File: src/dam_params.svh
`ifndef DAM_PARAMS_SVH
`define DAM_PARAMS_SVH

// Register byte offsets
`define DAM_ADR_CTRL 8'h00
`define DAM_ADR_HYST 8'h04
`define DAM_ADR_LOW_OFS 8'h08
`define DAM_ADR_HIGH_OFS 8'h0C
`define DAM_ADR_DELAY 8'h10
`define DAM_ADR_CMD 8'h14
`define DAM_ADR_STATUS 8'h18

// Control field positions
`define DAM_CTRL_TYPE 0
`define DAM_CTRL_SIDES_LSB 1
`define DAM_CTRL_SILENCE_EN 3
`define DAM_CTRL_LATCH 4
`define DAM_CTRL_BLK_LSB 5
`define DAM_CTRL_DISP 7
`define DAM_CTRL_OPEN 8

// Command bits
`define DAM_CMD_CLEAR 0
`define DAM_CMD_SILENCE 1

// Reset values
`define DAM_RST_CTRL 32'h0000_0001
`define DAM_RST_HYST 32'h0000_0001
`define DAM_RST_OFS 32'h0000_0000
`define DAM_RST_DELAY 14'h0000

// Timing
`define DAM_CLK_HZ 100_000_000
`define DAM_TICK_S 1
`define DAM_TICK_CYCLES (`DAM_TICK_S * `DAM_CLK_HZ)
`define DAM_DELAY_MAX 9999

`endif

File: src/dam_pkg.sv
`default_nettype none

package dam_pkg;

  typedef enum logic [1:0] {DAM_SIDE_BOTH, DAM_SIDE_HIGH, DAM_SIDE_LOW} dam_sides_type;

  typedef enum logic [1:0] {DAM_BLK_OFF, DAM_BLK_STARTUP, DAM_BLK_SETPT, DAM_BLK_BOTH} dam_block_type;

  typedef enum logic [1:0] {DAM_ST_NONE, DAM_ST_HIGH, DAM_ST_LOW, DAM_ST_ERROR} dam_state_type;

endpackage

`default_nettype wire

File: src/dam_cmp_if.sv
`timescale 1ns/1ps
`default_nettype none

interface dam_cmp_if #(parameter int W = 32);
  logic signed [W-1:0] value;
  logic signed [W-1:0] centre;
  logic signed [W-1:0] hi_ofs;
  logic signed [W-1:0] lo_ofs;
  logic [W-2:0] hyst;
  logic hi_trip;
  logic hi_hold;
  logic lo_trip;
  logic lo_hold;
  modport cmp (input value, centre, hi_ofs, lo_ofs, hyst, output hi_trip, hi_hold, lo_trip, lo_hold);
  modport ctl (output value, centre, hi_ofs, lo_ofs, hyst, input hi_trip, hi_hold, lo_trip, lo_hold);
endinterface

`default_nettype wire

File: src/dam_cmp.sv
`timescale 1ns/1ps
`default_nettype none

module dam_cmp #(
  parameter int W = 32
) (
  // Comparison operands and results
  dam_cmp_if.cmp c
);

  // Two guard bits keep centre plus offset from wrapping
  function automatic logic signed [W+1:0] ext(input logic signed [W-1:0] v);
    ext = {{2{v[W-1]}}, v};
  endfunction

  logic signed [W+1:0] val;
  logic signed [W+1:0] hi_pt;
  logic signed [W+1:0] lo_pt;
  logic signed [W+1:0] hy;

  assign val = ext(c.value);
  assign hi_pt = ext(c.centre) + ext(c.hi_ofs);
  assign lo_pt = ext(c.centre) + ext(c.lo_ofs);
  assign hy = $signed({3'b000, c.hyst});

  assign c.hi_trip = val > hi_pt;
  assign c.lo_trip = val < lo_pt;
  // Alarm stays present until it is past the trip point by the hysteresis
  assign c.hi_hold = val > hi_pt - hy;
  assign c.lo_hold = val < lo_pt + hy;

endmodule // dam_cmp

`default_nettype wire

File: src/dam_tick.sv
`timescale 1ns/1ps
`default_nettype none

module dam_tick #(
  parameter int unsigned CYCLES = 100
) (
  // System
  input wire logic clk_i,
  input wire logic rst_i,
  // Time base
  output logic tick_o
);

  logic [31:0] cnt_ff;

  always_ff @(posedge clk_i) begin
    if (rst_i) begin
      cnt_ff <= 32'h0000_0000;
    end else if (cnt_ff == CYCLES - 1) begin
      cnt_ff <= 32'h0000_0000;
    end else begin
      cnt_ff <= cnt_ff + 32'h0000_0001;
    end
  end

  assign tick_o = (cnt_ff == CYCLES - 1);

  property p_tick_period;
    @(posedge clk_i) disable iff (rst_i) tick_o |=> !tick_o || (CYCLES == 1);
  endproperty
  a_tick_period: assert property (p_tick_period) else $error("tick repeated too early");

endmodule // dam_tick

`default_nettype wire

File: src/dam_top.sv
// Behaviour
// - Sides picks high, low or both checks
// - Alarm clears only past trip by hysteresis
// - Silence drops output except on an error alarm, keeps alarm state
// - Silence by strobe or command when allowed
// - Latching alarm needs condition gone plus clear
// - Non-latching alarm clears when condition gone
// - Blocking suppresses alarms until normal range seen
// - Startup, set-point, both or off arm blocking; control resets with blocking off, so startup arming never takes effect
// - Display option drives flashing status indication; the code holds indicate_o steady while any alarm stands
// - Polarity: output on or off during alarm
// - Alarm only after condition held delay seconds
// - Return to normal abandons delay timer
// - Low condition: value below centre plus offset
// - High condition: value above centre plus offset
// - Input error raises error alarm, output active
// - Own error status always reports none
// - Type off holds output off, no alarms
// - Disable input acts as type off
//
// Added by the designer: the Wishbone interface to the registers and the address map.
`timescale 1ns/1ps
`default_nettype none
`include "dam_params.svh"

module dam_top #(
  parameter int W = 32,
  parameter int DLY_W = 14,
  parameter int unsigned TICK_CYCLES = `DAM_TICK_CYCLES
) (
  // System
  input wire logic clk_i,
  input wire logic rst_i,
  // Wishbone slave
  input wire logic wb_cyc_i,
  input wire logic wb_stb_i,
  input wire logic wb_we_i,
  input wire logic [7:0] wb_adr_i,
  input wire logic [3:0] wb_sel_i,
  input wire logic [31:0] wb_dat_i,
  output logic [31:0] wb_dat_o,
  output logic wb_ack_o,
  // Monitored values
  input wire logic sample_i,
  input wire logic signed [W-1:0] value_i,
  input wire logic value_err_i,
  input wire logic signed [W-1:0] centre_value_i,
  // Receivers
  input wire logic silence_strobe_i,
  input wire logic clear_strobe_i,
  input wire logic disable_i,
  // Transmitter and status
  output logic alarm_o,
  output dam_pkg::dam_state_type alarm_state_o,
  output logic indicate_o,
  output logic err_status_o
);

  function automatic logic [31:0] merge(input logic [31:0] old, input logic [31:0] nw, input logic [3:0] sel);
    logic [31:0] r;
    r = old;
    for (int i = 0; i < 4; i++) begin
      if (sel[i]) begin
        r[8*i +: 8] = nw[8*i +: 8];
      end
    end
    merge = r;
  endfunction

  // Register file
  logic [31:0] ctrl_ff;
  logic [31:0] hyst_ff;
  logic [31:0] lo_ofs_ff;
  logic [31:0] hi_ofs_ff;
  logic [DLY_W-1:0] delay_ff;
  logic ack_ff;
  logic [31:0] rdat_ff;
  logic [31:0] nxt_rdat;
  logic wr;
  logic cmd_clear;
  logic cmd_silence;
  logic ofs_write;

  // Alarm state
  logic alm_hi_ff;
  logic alm_lo_ff;
  logic alm_err_ff;
  logic silenced_ff;
  logic blocked_ff;
  logic pending_ff;
  logic [DLY_W-1:0] dly_cnt_ff;
  logic hi_hold_ff;
  logic lo_hold_ff;
  logic err_in_ff;
  logic signed [W-1:0] centre_seen_ff;

  logic tick;
  logic off;
  logic sides_hi;
  logic sides_lo;
  logic hi_trip;
  logic lo_trip;
  logic trip;
  logic clr_req;
  logic silence_req;
  logic start_ff;
  logic alm_any;
  logic active;
  logic raise;
  logic arm;
  dam_pkg::dam_sides_type sides;
  dam_pkg::dam_block_type blk;

  dam_cmp_if #(.W(W)) cif ();

  dam_cmp #(.W(W)) u_cmp (
    .c(cif.cmp)
  );

  dam_tick #(.CYCLES(TICK_CYCLES)) u_tick (
    .clk_i(clk_i),
    .rst_i(rst_i),
    .tick_o(tick)
  );

  assign cif.value = value_i;
  assign cif.centre = centre_value_i;
  assign cif.hi_ofs = W'(signed'(hi_ofs_ff));
  assign cif.lo_ofs = W'(signed'(lo_ofs_ff));
  assign cif.hyst = (W-1)'(hyst_ff);

  // Bus side: one wait state, ack drops the cycle after it was given
  // Writes land with ack, on the edge where the master sees it, so both agree on timing
  assign wr = wb_cyc_i && wb_stb_i && wb_we_i && ack_ff;
  assign cmd_clear = wr && wb_adr_i == `DAM_ADR_CMD && wb_sel_i[0] && wb_dat_i[`DAM_CMD_CLEAR];
  assign cmd_silence = wr && wb_adr_i == `DAM_ADR_CMD && wb_sel_i[0] && wb_dat_i[`DAM_CMD_SILENCE];
  assign ofs_write = wr && (wb_adr_i == `DAM_ADR_LOW_OFS || wb_adr_i == `DAM_ADR_HIGH_OFS);

  always_ff @(posedge clk_i) begin
    if (rst_i) begin
      ack_ff <= 1'b0;
    end else begin
      ack_ff <= wb_cyc_i && wb_stb_i && !ack_ff;
    end
  end

  always_ff @(posedge clk_i) begin
    if (rst_i) begin
      ctrl_ff <= `DAM_RST_CTRL;
      hyst_ff <= `DAM_RST_HYST;
      lo_ofs_ff <= `DAM_RST_OFS;
      hi_ofs_ff <= `DAM_RST_OFS;
      delay_ff <= `DAM_RST_DELAY;
    end else if (wr) begin
      unique case (wb_adr_i)
        `DAM_ADR_CTRL: ctrl_ff <= merge(ctrl_ff, wb_dat_i, wb_sel_i);
        `DAM_ADR_HYST: hyst_ff <= merge(hyst_ff, wb_dat_i, wb_sel_i);
        `DAM_ADR_LOW_OFS: lo_ofs_ff <= merge(lo_ofs_ff, wb_dat_i, wb_sel_i);
        `DAM_ADR_HIGH_OFS: hi_ofs_ff <= merge(hi_ofs_ff, wb_dat_i, wb_sel_i);
        `DAM_ADR_DELAY: delay_ff <= DLY_W'(merge(32'(delay_ff), wb_dat_i, wb_sel_i));
        default: ;
      endcase
    end
  end

  always_comb begin
    unique case (wb_adr_i)
      `DAM_ADR_CTRL: nxt_rdat = ctrl_ff;
      `DAM_ADR_HYST: nxt_rdat = hyst_ff;
      `DAM_ADR_LOW_OFS: nxt_rdat = lo_ofs_ff;
      `DAM_ADR_HIGH_OFS: nxt_rdat = hi_ofs_ff;
      `DAM_ADR_DELAY: nxt_rdat = 32'(delay_ff);
      `DAM_ADR_STATUS: nxt_rdat = {16'h0000, 2'(DLY_W'(0)), err_status_o, indicate_o, alarm_o, pending_ff,
                                    blocked_ff, silenced_ff, 2'(alarm_state_o), 6'h00};
      default: nxt_rdat = 32'h0000_0000;
    endcase
  end

  always_ff @(posedge clk_i) begin
    if (rst_i) begin
      rdat_ff <= 32'h0000_0000;
    end else if (wb_cyc_i && wb_stb_i && !ack_ff) begin
      rdat_ff <= nxt_rdat;
    end
  end

  assign wb_ack_o = ack_ff;
  assign wb_dat_o = rdat_ff;

  // Configuration decode
  assign off = !ctrl_ff[`DAM_CTRL_TYPE] || disable_i;
  assign sides = dam_pkg::dam_sides_type'(ctrl_ff[`DAM_CTRL_SIDES_LSB +: 2]);
  assign blk = dam_pkg::dam_block_type'(ctrl_ff[`DAM_CTRL_BLK_LSB +: 2]);

  always_comb begin
    unique case (sides)
      dam_pkg::DAM_SIDE_HIGH: begin
        sides_hi = 1'b1;
        sides_lo = 1'b0;
      end
      dam_pkg::DAM_SIDE_LOW: begin
        sides_hi = 1'b0;
        sides_lo = 1'b1;
      end
      default: begin
        sides_hi = 1'b1;
        sides_lo = 1'b1;
      end
    endcase
  end

  assign hi_trip = sides_hi && cif.hi_trip;
  assign lo_trip = sides_lo && cif.lo_trip;
  assign trip = hi_trip || lo_trip;
  assign raise = sample_i && trip && !blocked_ff && dly_cnt_ff >= delay_ff;
  assign clr_req = clear_strobe_i || cmd_clear;
  assign alm_any = alm_hi_ff || alm_lo_ff || alm_err_ff;
  assign silence_req = ctrl_ff[`DAM_CTRL_SILENCE_EN] && (silence_strobe_i || cmd_silence);
  assign arm = ((blk == dam_pkg::DAM_BLK_SETPT || blk == dam_pkg::DAM_BLK_BOTH)
                && (ofs_write || centre_value_i != centre_seen_ff))
               || ((blk == dam_pkg::DAM_BLK_STARTUP || blk == dam_pkg::DAM_BLK_BOTH) && start_ff);

  // Sampled hold flags decide when a standing alarm may go
  always_ff @(posedge clk_i) begin
    if (rst_i) begin
      hi_hold_ff <= 1'b0;
      lo_hold_ff <= 1'b0;
      err_in_ff <= 1'b0;
      centre_seen_ff <= '0;
    end else begin
      centre_seen_ff <= centre_value_i;
      if (sample_i) begin
        hi_hold_ff <= sides_hi && cif.hi_hold;
        lo_hold_ff <= sides_lo && cif.lo_hold;
        err_in_ff <= value_err_i;
      end
    end
  end

  // Qualification delay
  always_ff @(posedge clk_i) begin
    if (rst_i || off) begin
      pending_ff <= 1'b0;
      dly_cnt_ff <= '0;
    end else if (sample_i && (!trip || blocked_ff)) begin
      pending_ff <= 1'b0;
      dly_cnt_ff <= '0;
    end else begin
      if (sample_i) begin
        pending_ff <= 1'b1;
      end
      if (tick && pending_ff && dly_cnt_ff != '1) begin
        dly_cnt_ff <= dly_cnt_ff + DLY_W'(1);
      end
    end
  end

  // Blocking: arming wins over release in the same cycle
  always_ff @(posedge clk_i) begin
    if (rst_i) begin
      blocked_ff <= 1'b0;
    end else if (arm) begin
      blocked_ff <= 1'b1;
    end else if (sample_i && !trip && !value_err_i) begin
      blocked_ff <= 1'b0;
    end
  end

  // Startup flag is set only in the first cycle after reset release, while control still reads blocking off, so it never arms
  always_ff @(posedge clk_i) begin
    if (rst_i) begin
      start_ff <= 1'b1;
    end else begin
      start_ff <= 1'b0;
    end
  end

  // Alarm flags: clearing first, then raising, so a new event wins
  always_ff @(posedge clk_i) begin
    if (rst_i || off) begin
      alm_hi_ff <= 1'b0;
      alm_lo_ff <= 1'b0;
      alm_err_ff <= 1'b0;
    end else begin
      if (ctrl_ff[`DAM_CTRL_LATCH]) begin
        if (clr_req && !hi_hold_ff) alm_hi_ff <= 1'b0;
        if (clr_req && !lo_hold_ff) alm_lo_ff <= 1'b0;
        if (clr_req && !err_in_ff) alm_err_ff <= 1'b0;
      end else begin
        if (!hi_hold_ff) alm_hi_ff <= 1'b0;
        if (!lo_hold_ff) alm_lo_ff <= 1'b0;
        if (!err_in_ff) alm_err_ff <= 1'b0;
      end
      if (raise && hi_trip) alm_hi_ff <= 1'b1;
      if (raise && lo_trip) alm_lo_ff <= 1'b1;
      if (sample_i && value_err_i) alm_err_ff <= 1'b1;
    end
  end

  // Silenced until the alarm is fully cleared
  always_ff @(posedge clk_i) begin
    if (rst_i || off || !alm_any) begin
      silenced_ff <= 1'b0;
    end else if (silence_req) begin
      silenced_ff <= 1'b1;
    end
  end

  // Outputs; an input error overrides silencing
  assign active = alm_err_ff || (alm_any && !silenced_ff);
  assign alarm_o = off ? 1'b0 : (active ^ ctrl_ff[`DAM_CTRL_OPEN]);
  assign indicate_o = ctrl_ff[`DAM_CTRL_DISP] && alm_any;
  assign err_status_o = 1'b0;
  assign alarm_state_o = alm_err_ff ? dam_pkg::DAM_ST_ERROR :
                         alm_hi_ff ? dam_pkg::DAM_ST_HIGH :
                         alm_lo_ff ? dam_pkg::DAM_ST_LOW : dam_pkg::DAM_ST_NONE;

  // Checks
  property p_off_quiet;
    @(posedge clk_i) disable iff (rst_i) disable_i |-> !alarm_o ##1 !alm_any;
  endproperty
  a_off_quiet: assert property (p_off_quiet) else $error("alarm while disabled");

  property p_sides;
    @(posedge clk_i) disable iff (rst_i) (sides == dam_pkg::DAM_SIDE_HIGH) |-> !lo_trip;
  endproperty
  a_sides: assert property (p_sides) else $error("low side evaluated in high-only mode");

  property p_hyst;
    @(posedge clk_i) disable iff (rst_i)
      $fell(alm_hi_ff) && !$past(off) |-> !$past(hi_hold_ff);
  endproperty
  a_hyst: assert property (p_hyst) else $error("high alarm cleared inside hysteresis");

  property p_silence;
    @(posedge clk_i) disable iff (rst_i)
      silenced_ff && !alm_err_ff && !off |-> alarm_o == ctrl_ff[`DAM_CTRL_OPEN];
  endproperty
  a_silence: assert property (p_silence) else $error("silenced output still active");

  property p_latch;
    @(posedge clk_i) disable iff (rst_i)
      $fell(alm_lo_ff) && $past(ctrl_ff[`DAM_CTRL_LATCH]) && !$past(off) |-> $past(clr_req);
  endproperty
  a_latch: assert property (p_latch) else $error("latched alarm cleared without request");

  property p_nonlatch;
    @(posedge clk_i) disable iff (rst_i)
      alm_hi_ff && !ctrl_ff[`DAM_CTRL_LATCH] && !hi_hold_ff && !raise |=> !alm_hi_ff;
  endproperty
  a_nonlatch: assert property (p_nonlatch) else $error("non-latching alarm did not clear");

  property p_block;
    @(posedge clk_i) disable iff (rst_i) $rose(alm_hi_ff) |-> !$past(blocked_ff);
  endproperty
  a_block: assert property (p_block) else $error("alarm raised while blocked");

  property p_delay;
    @(posedge clk_i) disable iff (rst_i)
      $rose(alm_hi_ff || alm_lo_ff) |-> $past(dly_cnt_ff) >= $past(delay_ff);
  endproperty
  a_delay: assert property (p_delay) else $error("alarm before delay expired");

  property p_abandon;
    @(posedge clk_i) disable iff (rst_i) sample_i && !trip |=> dly_cnt_ff == '0 && !pending_ff;
  endproperty
  a_abandon: assert property (p_abandon) else $error("delay timer kept after return");

  property p_error;
    @(posedge clk_i) disable iff (rst_i)
      sample_i && value_err_i && !off ##1 !off |-> alarm_state_o == dam_pkg::DAM_ST_ERROR && alarm_o != ctrl_ff[`DAM_CTRL_OPEN];
  endproperty
  a_error: assert property (p_error) else $error("input error not flagged");

  property p_display;
    @(posedge clk_i) disable iff (rst_i) indicate_o |-> ctrl_ff[`DAM_CTRL_DISP] && alarm_state_o != dam_pkg::DAM_ST_NONE;
  endproperty
  a_display: assert property (p_display) else $error("indication without display");

  c_raise: cover property (@(posedge clk_i) disable iff (rst_i) $rose(alm_hi_ff));
  c_silenced: cover property (@(posedge clk_i) disable iff (rst_i) $rose(silenced_ff));
  c_latched_clear: cover property (@(posedge clk_i) disable iff (rst_i) $fell(alm_lo_ff) && ctrl_ff[`DAM_CTRL_LATCH]);
  c_unblock: cover property (@(posedge clk_i) disable iff (rst_i) $fell(blocked_ff));

endmodule // dam_top

`default_nettype wire
File: config.mk
export PLATFORM = sky130hd
export DESIGN_NAME = dam_top
export DESIGN_NICKNAME = d
export VERILOG_FILES = /design/src/dam_pkg.sv /design/src/dam_cmp_if.sv /design/src/dam_cmp.sv /design/src/dam_tick.sv /design/src/dam_top.sv
export VERILOG_INCLUDE_DIRS = /design/src
export SDC_FILE = /design/constraint.sdc
export NUM_CORES = 1
export LEC_CHECK = 0
export ABC_CLOCK_PERIOD_IN_PS = 9000
export BUFFER_PORTS_ARGS = -buffer_cell sky130_fd_sc_hd__buf_2
export CORE_AREA = 3 3 233 235
export DETAILED_ROUTE_END_ITERATION = 12
export DIE_AREA = 0 0 236 238
export GPL_TIMING_DRIVEN = 0
export MAX_ROUTING_LAYER = met4
export PLACE_DENSITY = 0.67
export SLEW_MARGIN = 0
export SYNTH_ARGS = -nofsm -noshare
export SYNTH_HDL_FRONTEND = slang
export SYNTH_HIERARCHICAL = 1
export SYNTH_SLANG_ARGS = --single-unit
File: constraint.sdc
create_clock -name clk_i -period 9 [get_ports clk_i]
set_input_delay 0.45 -clock clk_i [delete_from_list [all_inputs] [get_ports clk_i]]
set_output_delay 0.45 -clock clk_i [all_outputs]
set_load 0.005 [all_outputs]
==> Flow_metrics.wiki <==
{| class="wikitable"
! Metric !! Value
|-
| Status || complete, no violations
|-
| Largest area contributor in the netlist || sky130_fd_sc_hd__dfxtp_1
|-
| Clock network power share || 40.7%
|-
| Final clock skew || 21.6 ps
|-
| P_leak || 11.1 nW
|-
| Number of setup buffers added after CTS || 0
|-
| Transition time at the pin with the least slew margin || 1230 ps
|-
| FP Rows || 84
|-
| Worst rel slew slack || 17.2%
|-
| TritonCTS clock tree || done
|-
| Yosys warns || 6
|-
| Die outline area || 0.0562 mm^2
|-
| Setup repair after global routing missed its margin || false
|-
| Post-DP HPWL || 58300 um
|-
| Total grt overflow || 0
|-
| Final-report hold violation count || 0
|-
| Clock edge transition at the registers on the reported setup and hold paths || 60 ps
|-
| Critical path start-end classification || flip-flop to flip-flop
|-
| Netlist area before placement || 0.0209 mm^2
|-
| Global-route total usage across every layer || 24.6%
|-
| Die Y-Extent || 238 um
|-
| Post-detailed-route DRC marker count || 0
|-
| Predominant post-synthesis flop cell || sky130_fd_sc_hd__dfxtp_1
|-
| Num Clock Sinks || 263
|-
| Yosys cell types || 88
|-
| Worst IR drop on VDD || 143 uV
|-
| Gp weighted congestion || 0.932
|-
| Minimum setup slack among reg-to-reg paths || 930 ps
|-
| Chip width || 236 um
|-
| Number of enable flip-flop cells after synthesis || 0
|-
| Count of mapped cells out of synthesis || 2471
|-
| Num CTS Buffers || 27
|-
| Final std cell area, no fill || 0.0234 mm^2
|-
| Worst-Skew Late Latency || 560 ps
|-
| Number of hold-repair buffers added at the cts stage || 0
|-
| Placement-stage cell area || 0.0225 mm^2
|-
| Sequential share of power || 41.7%
|-
| Data required time of the worst path || 9480 ps
|-
| Number of vias after detailed routing || 19500
|-
| Maximum number of pins on one net before global-route repair || 15
|-
| Core region area || 0.0524 mm^2
|-
| Type of element launching the critical path || flip-flop
|-
| Switching power || 0.805 mW
|-
| DR WL/cell || 20.8 um
|-
| Number of gates resized after CTS || 0
|-
| Kind of end point of the critical path || flip-flop
|-
| Initial antenna violation count || 17
|-
| Worst-case clock buffer depth || 3
|-
| CP most frequent cell || sky130_fd_sc_hd__a21oi_1
|-
| Data arrival, critical path || 8560 ps
|-
| Number of buffers added on ports || 154
|-
| Timing-limited maximum frequency || 0.124 GHz
|-
| Setup total negative slack || 0 ps
|-
| Count of routing violations after the opening detailed-route iteration || 1778
|-
| Async SR Flop Fraction || 0%
|-
| Sum of routed wire length over all layers || 70300 um
|-
| Number of global-route vias before repair || 19000
|-
| Final #Nets || 3050
|-
| Count leader, synth || sky130_fd_sc_hd__ha_1
|-
| Highest net fanout along the worst path || 6
|-
| Leading cell types by count after synthesis || sky130_fd_sc_hd__ha_1 (274), sky130_fd_sc_hd__dfxtp_1 (263), sky130_fd_sc_hd__nor2_1 (241), sky130_fd_sc_hd__a21oi_1 (195), sky130_fd_sc_hd__inv_1 (148)
|-
| Final-report max-slew violation count || 0
|-
| Number of antenna-violating nets in the routed design || 0
|-
| Net switching share of the total power || 28.4%
|-
| Int Power || 2.04 mW
|-
| Slowest library cell on the worst path || sky130_fd_sc_hd__mux2i_1
|-
| Power per cell area || 121 mW/mm^2
|-
| Clk Tree Root Cell || sky130_fd_sc_hd__clkbuf_16
|-
| Average footprint of a synthesized cell || 8.44 um^2
|-
| Number of flip-flops and latches in the synthesized netlist || 263
|-
| Number of max-cap violations || 0
|-
| Total power draw || 2.84 mW
|-
| Largest cells by area after synthesis || sky130_fd_sc_hd__dfxtp_1 (25%), sky130_fd_sc_hd__ha_1 (16%), sky130_fd_sc_hd__mux2i_1 (7.0%)
|-
| Number of optimization iterations in the first detailed-route pass || 6
|-
| Portion of total power attributed to combinational logic || 17.5%
|-
| Synthesized netlist net count || 2867
|-
| Sequential share of the synthesized area || 25.2%
|-
| Vias per cell || 5.76
|-
| Largest stage delay on the critical path || 690 ps
|-
| Initial core utilization || 39.8%
|-
| Fin crit period || 8070 ps
|-
| Final setup fails || 0
|-
| Area fraction of the dominant cell type after synthesis || 25.2%
|-
| Hold Path Class || input pin to flip-flop
|-
| Top-Level Pins || 156
|-
| # fillers || 5147
|-
| Final period utilization || 89.7%
|-
| Fraction of layout instances using a drive strength above 1 || 10.2%
|-
| P&R area growth vs syn || 12.4%
|-
| Number of H-tree levels || 1
|-
| Wire length of the first global-routing pass || 106000 um
|-
| Hold Slack || 54.4 ps
|}
through the flow:
stage | util, % | setup WS [ps] | std cells
floorplan | - | 2610 | 2471
global placement | 42.9 | 919 | 3313
detailed placement | 42.9 | 941 | 3313
CTS | 44.6 | 1120 | 3363
global route | 44.7 | 579 | 3380
finish | 44.7 | 927 | 3382
placed cells by master, fill, tap and decap left out, types with 48 or more instances in the layout:
| master | instances |
|---|---|
| sky130_fd_sc_hd__buf_2 | 169 |
| sky130_fd_sc_hd__a21o_1 | 107 |
| sky130_fd_sc_hd__o21ai_0 | 121 |
| sky130_fd_sc_hd__ha_1 | 274 |
| sky130_fd_sc_hd__xnor2_1 | 79 |
| sky130_fd_sc_hd__nand3_1 | 48 |
| sky130_fd_sc_hd__nand2_1 | 130 |
| sky130_fd_sc_hd__inv_1 | 148 |
| sky130_fd_sc_hd__nor2_1 | 241 |
| sky130_fd_sc_hd__a21oi_1 | 195 |
| sky130_fd_sc_hd__dfxtp_1 | 263 |
| sky130_fd_sc_hd__mux2i_1 | 145 |
| sky130_fd_sc_hd__nand4_1 | 52 |
| sky130_fd_sc_hd__xor2_1 | 100 |
| sky130_fd_sc_hd__nor2b_1 | 54 |
layer usage:
| layer | share of wire, % | up-vias | GRT usage (%) | wire length [um] |
|---|---|---|---|---|
| li1 | - | 9402 | - | - |
| met1 | 44 | 9219 | 31.3 | 30900 |
| met2 | 45 | 717 | 39.7 | 32000 |
| met3 | 7.0 | 143 | 3.40 | 4920 |
| met4 | 3.7 | 0 | 9.51 | 2570 |
| met5 | 0 | - | - | 0 |
area by class of cell:
class / count / area, um^2 / area share, %
Antenna cell: 19 / 47.5 / 0.203
Sequential cell: 263 / 5270 / 22.5
Buffer: 69 / 353 / 1.50
Multi-Input combinational cell: 1991 / 14700 / 62.6
Tap cell: 688 / 861 / 3.67
Clock inverter: 16 / 174 / 0.742
Clock buffer: 34 / 732 / 3.12
Timing Repair Buffer: 154 / 771 / 3.29
Inverter: 148 / 556 / 2.37
power by group through the flow:
stage	combinational (mW)	sequential, mW	clock [mW]
after global routing	0.549	1.19	1.22
after global placement	0.473	1.21	0
final	0.498	1.19	1.16
after floorplan	0.308	1.21	0
after CTS	0.491	1.19	1.18
after detailed placement	0.488	1.21	0
path summary, 6_finish.rpt:
kind | startpoint | cells after the start | to
hold / removal | rst_i | 1 | start_ff
hold reg to reg | err_in_ff | 2 | err_in_ff
setup reg to reg | cif.lo_ofs[0] | 34 | lo_hold_ff
setup / recovery | cif.lo_ofs[0] | 34 | lo_hold_ff
cell families (layout without fill, tap and decap cells):
group           after synthesis  after routing  share of synthesized area [%]
mux                         146            146                           7.01
flops                       263            263                           25.2
other cells                   1             20                         0.0180
buf+inv                     217            421                           4.35
xor+xnor                    179            179                           7.52
compound gates              686            686                           21.8
simple gates                701            701                           17.2
fa+ha+maj                   278            278                           16.8
worst max-delay path: cells and delay by family, from the launching register on:
family / cells / cell delay, ps
DFF: 1 / 350
AOI/OAI and AO/OA: 21 / 4300
and+or+nand+nor: 6 / 890
xor gates and xnor gates: 2 / 480
adders and majority gates: 4 / 1300
muxes: 1 / 690
state kept, by name, summed over array words and instances, names as in the netlist, 14 cells and up:
register,cells
dly_cnt_ff,14
wb_dat_o,32
delay_ff,14
centre_seen_ff,32
u_tick/cnt_ff,32
hyst_ff,32
ctrl_ff,32
cif.lo_ofs,32
cif.hi_ofs,32
(Power assumes the default switching activity.)
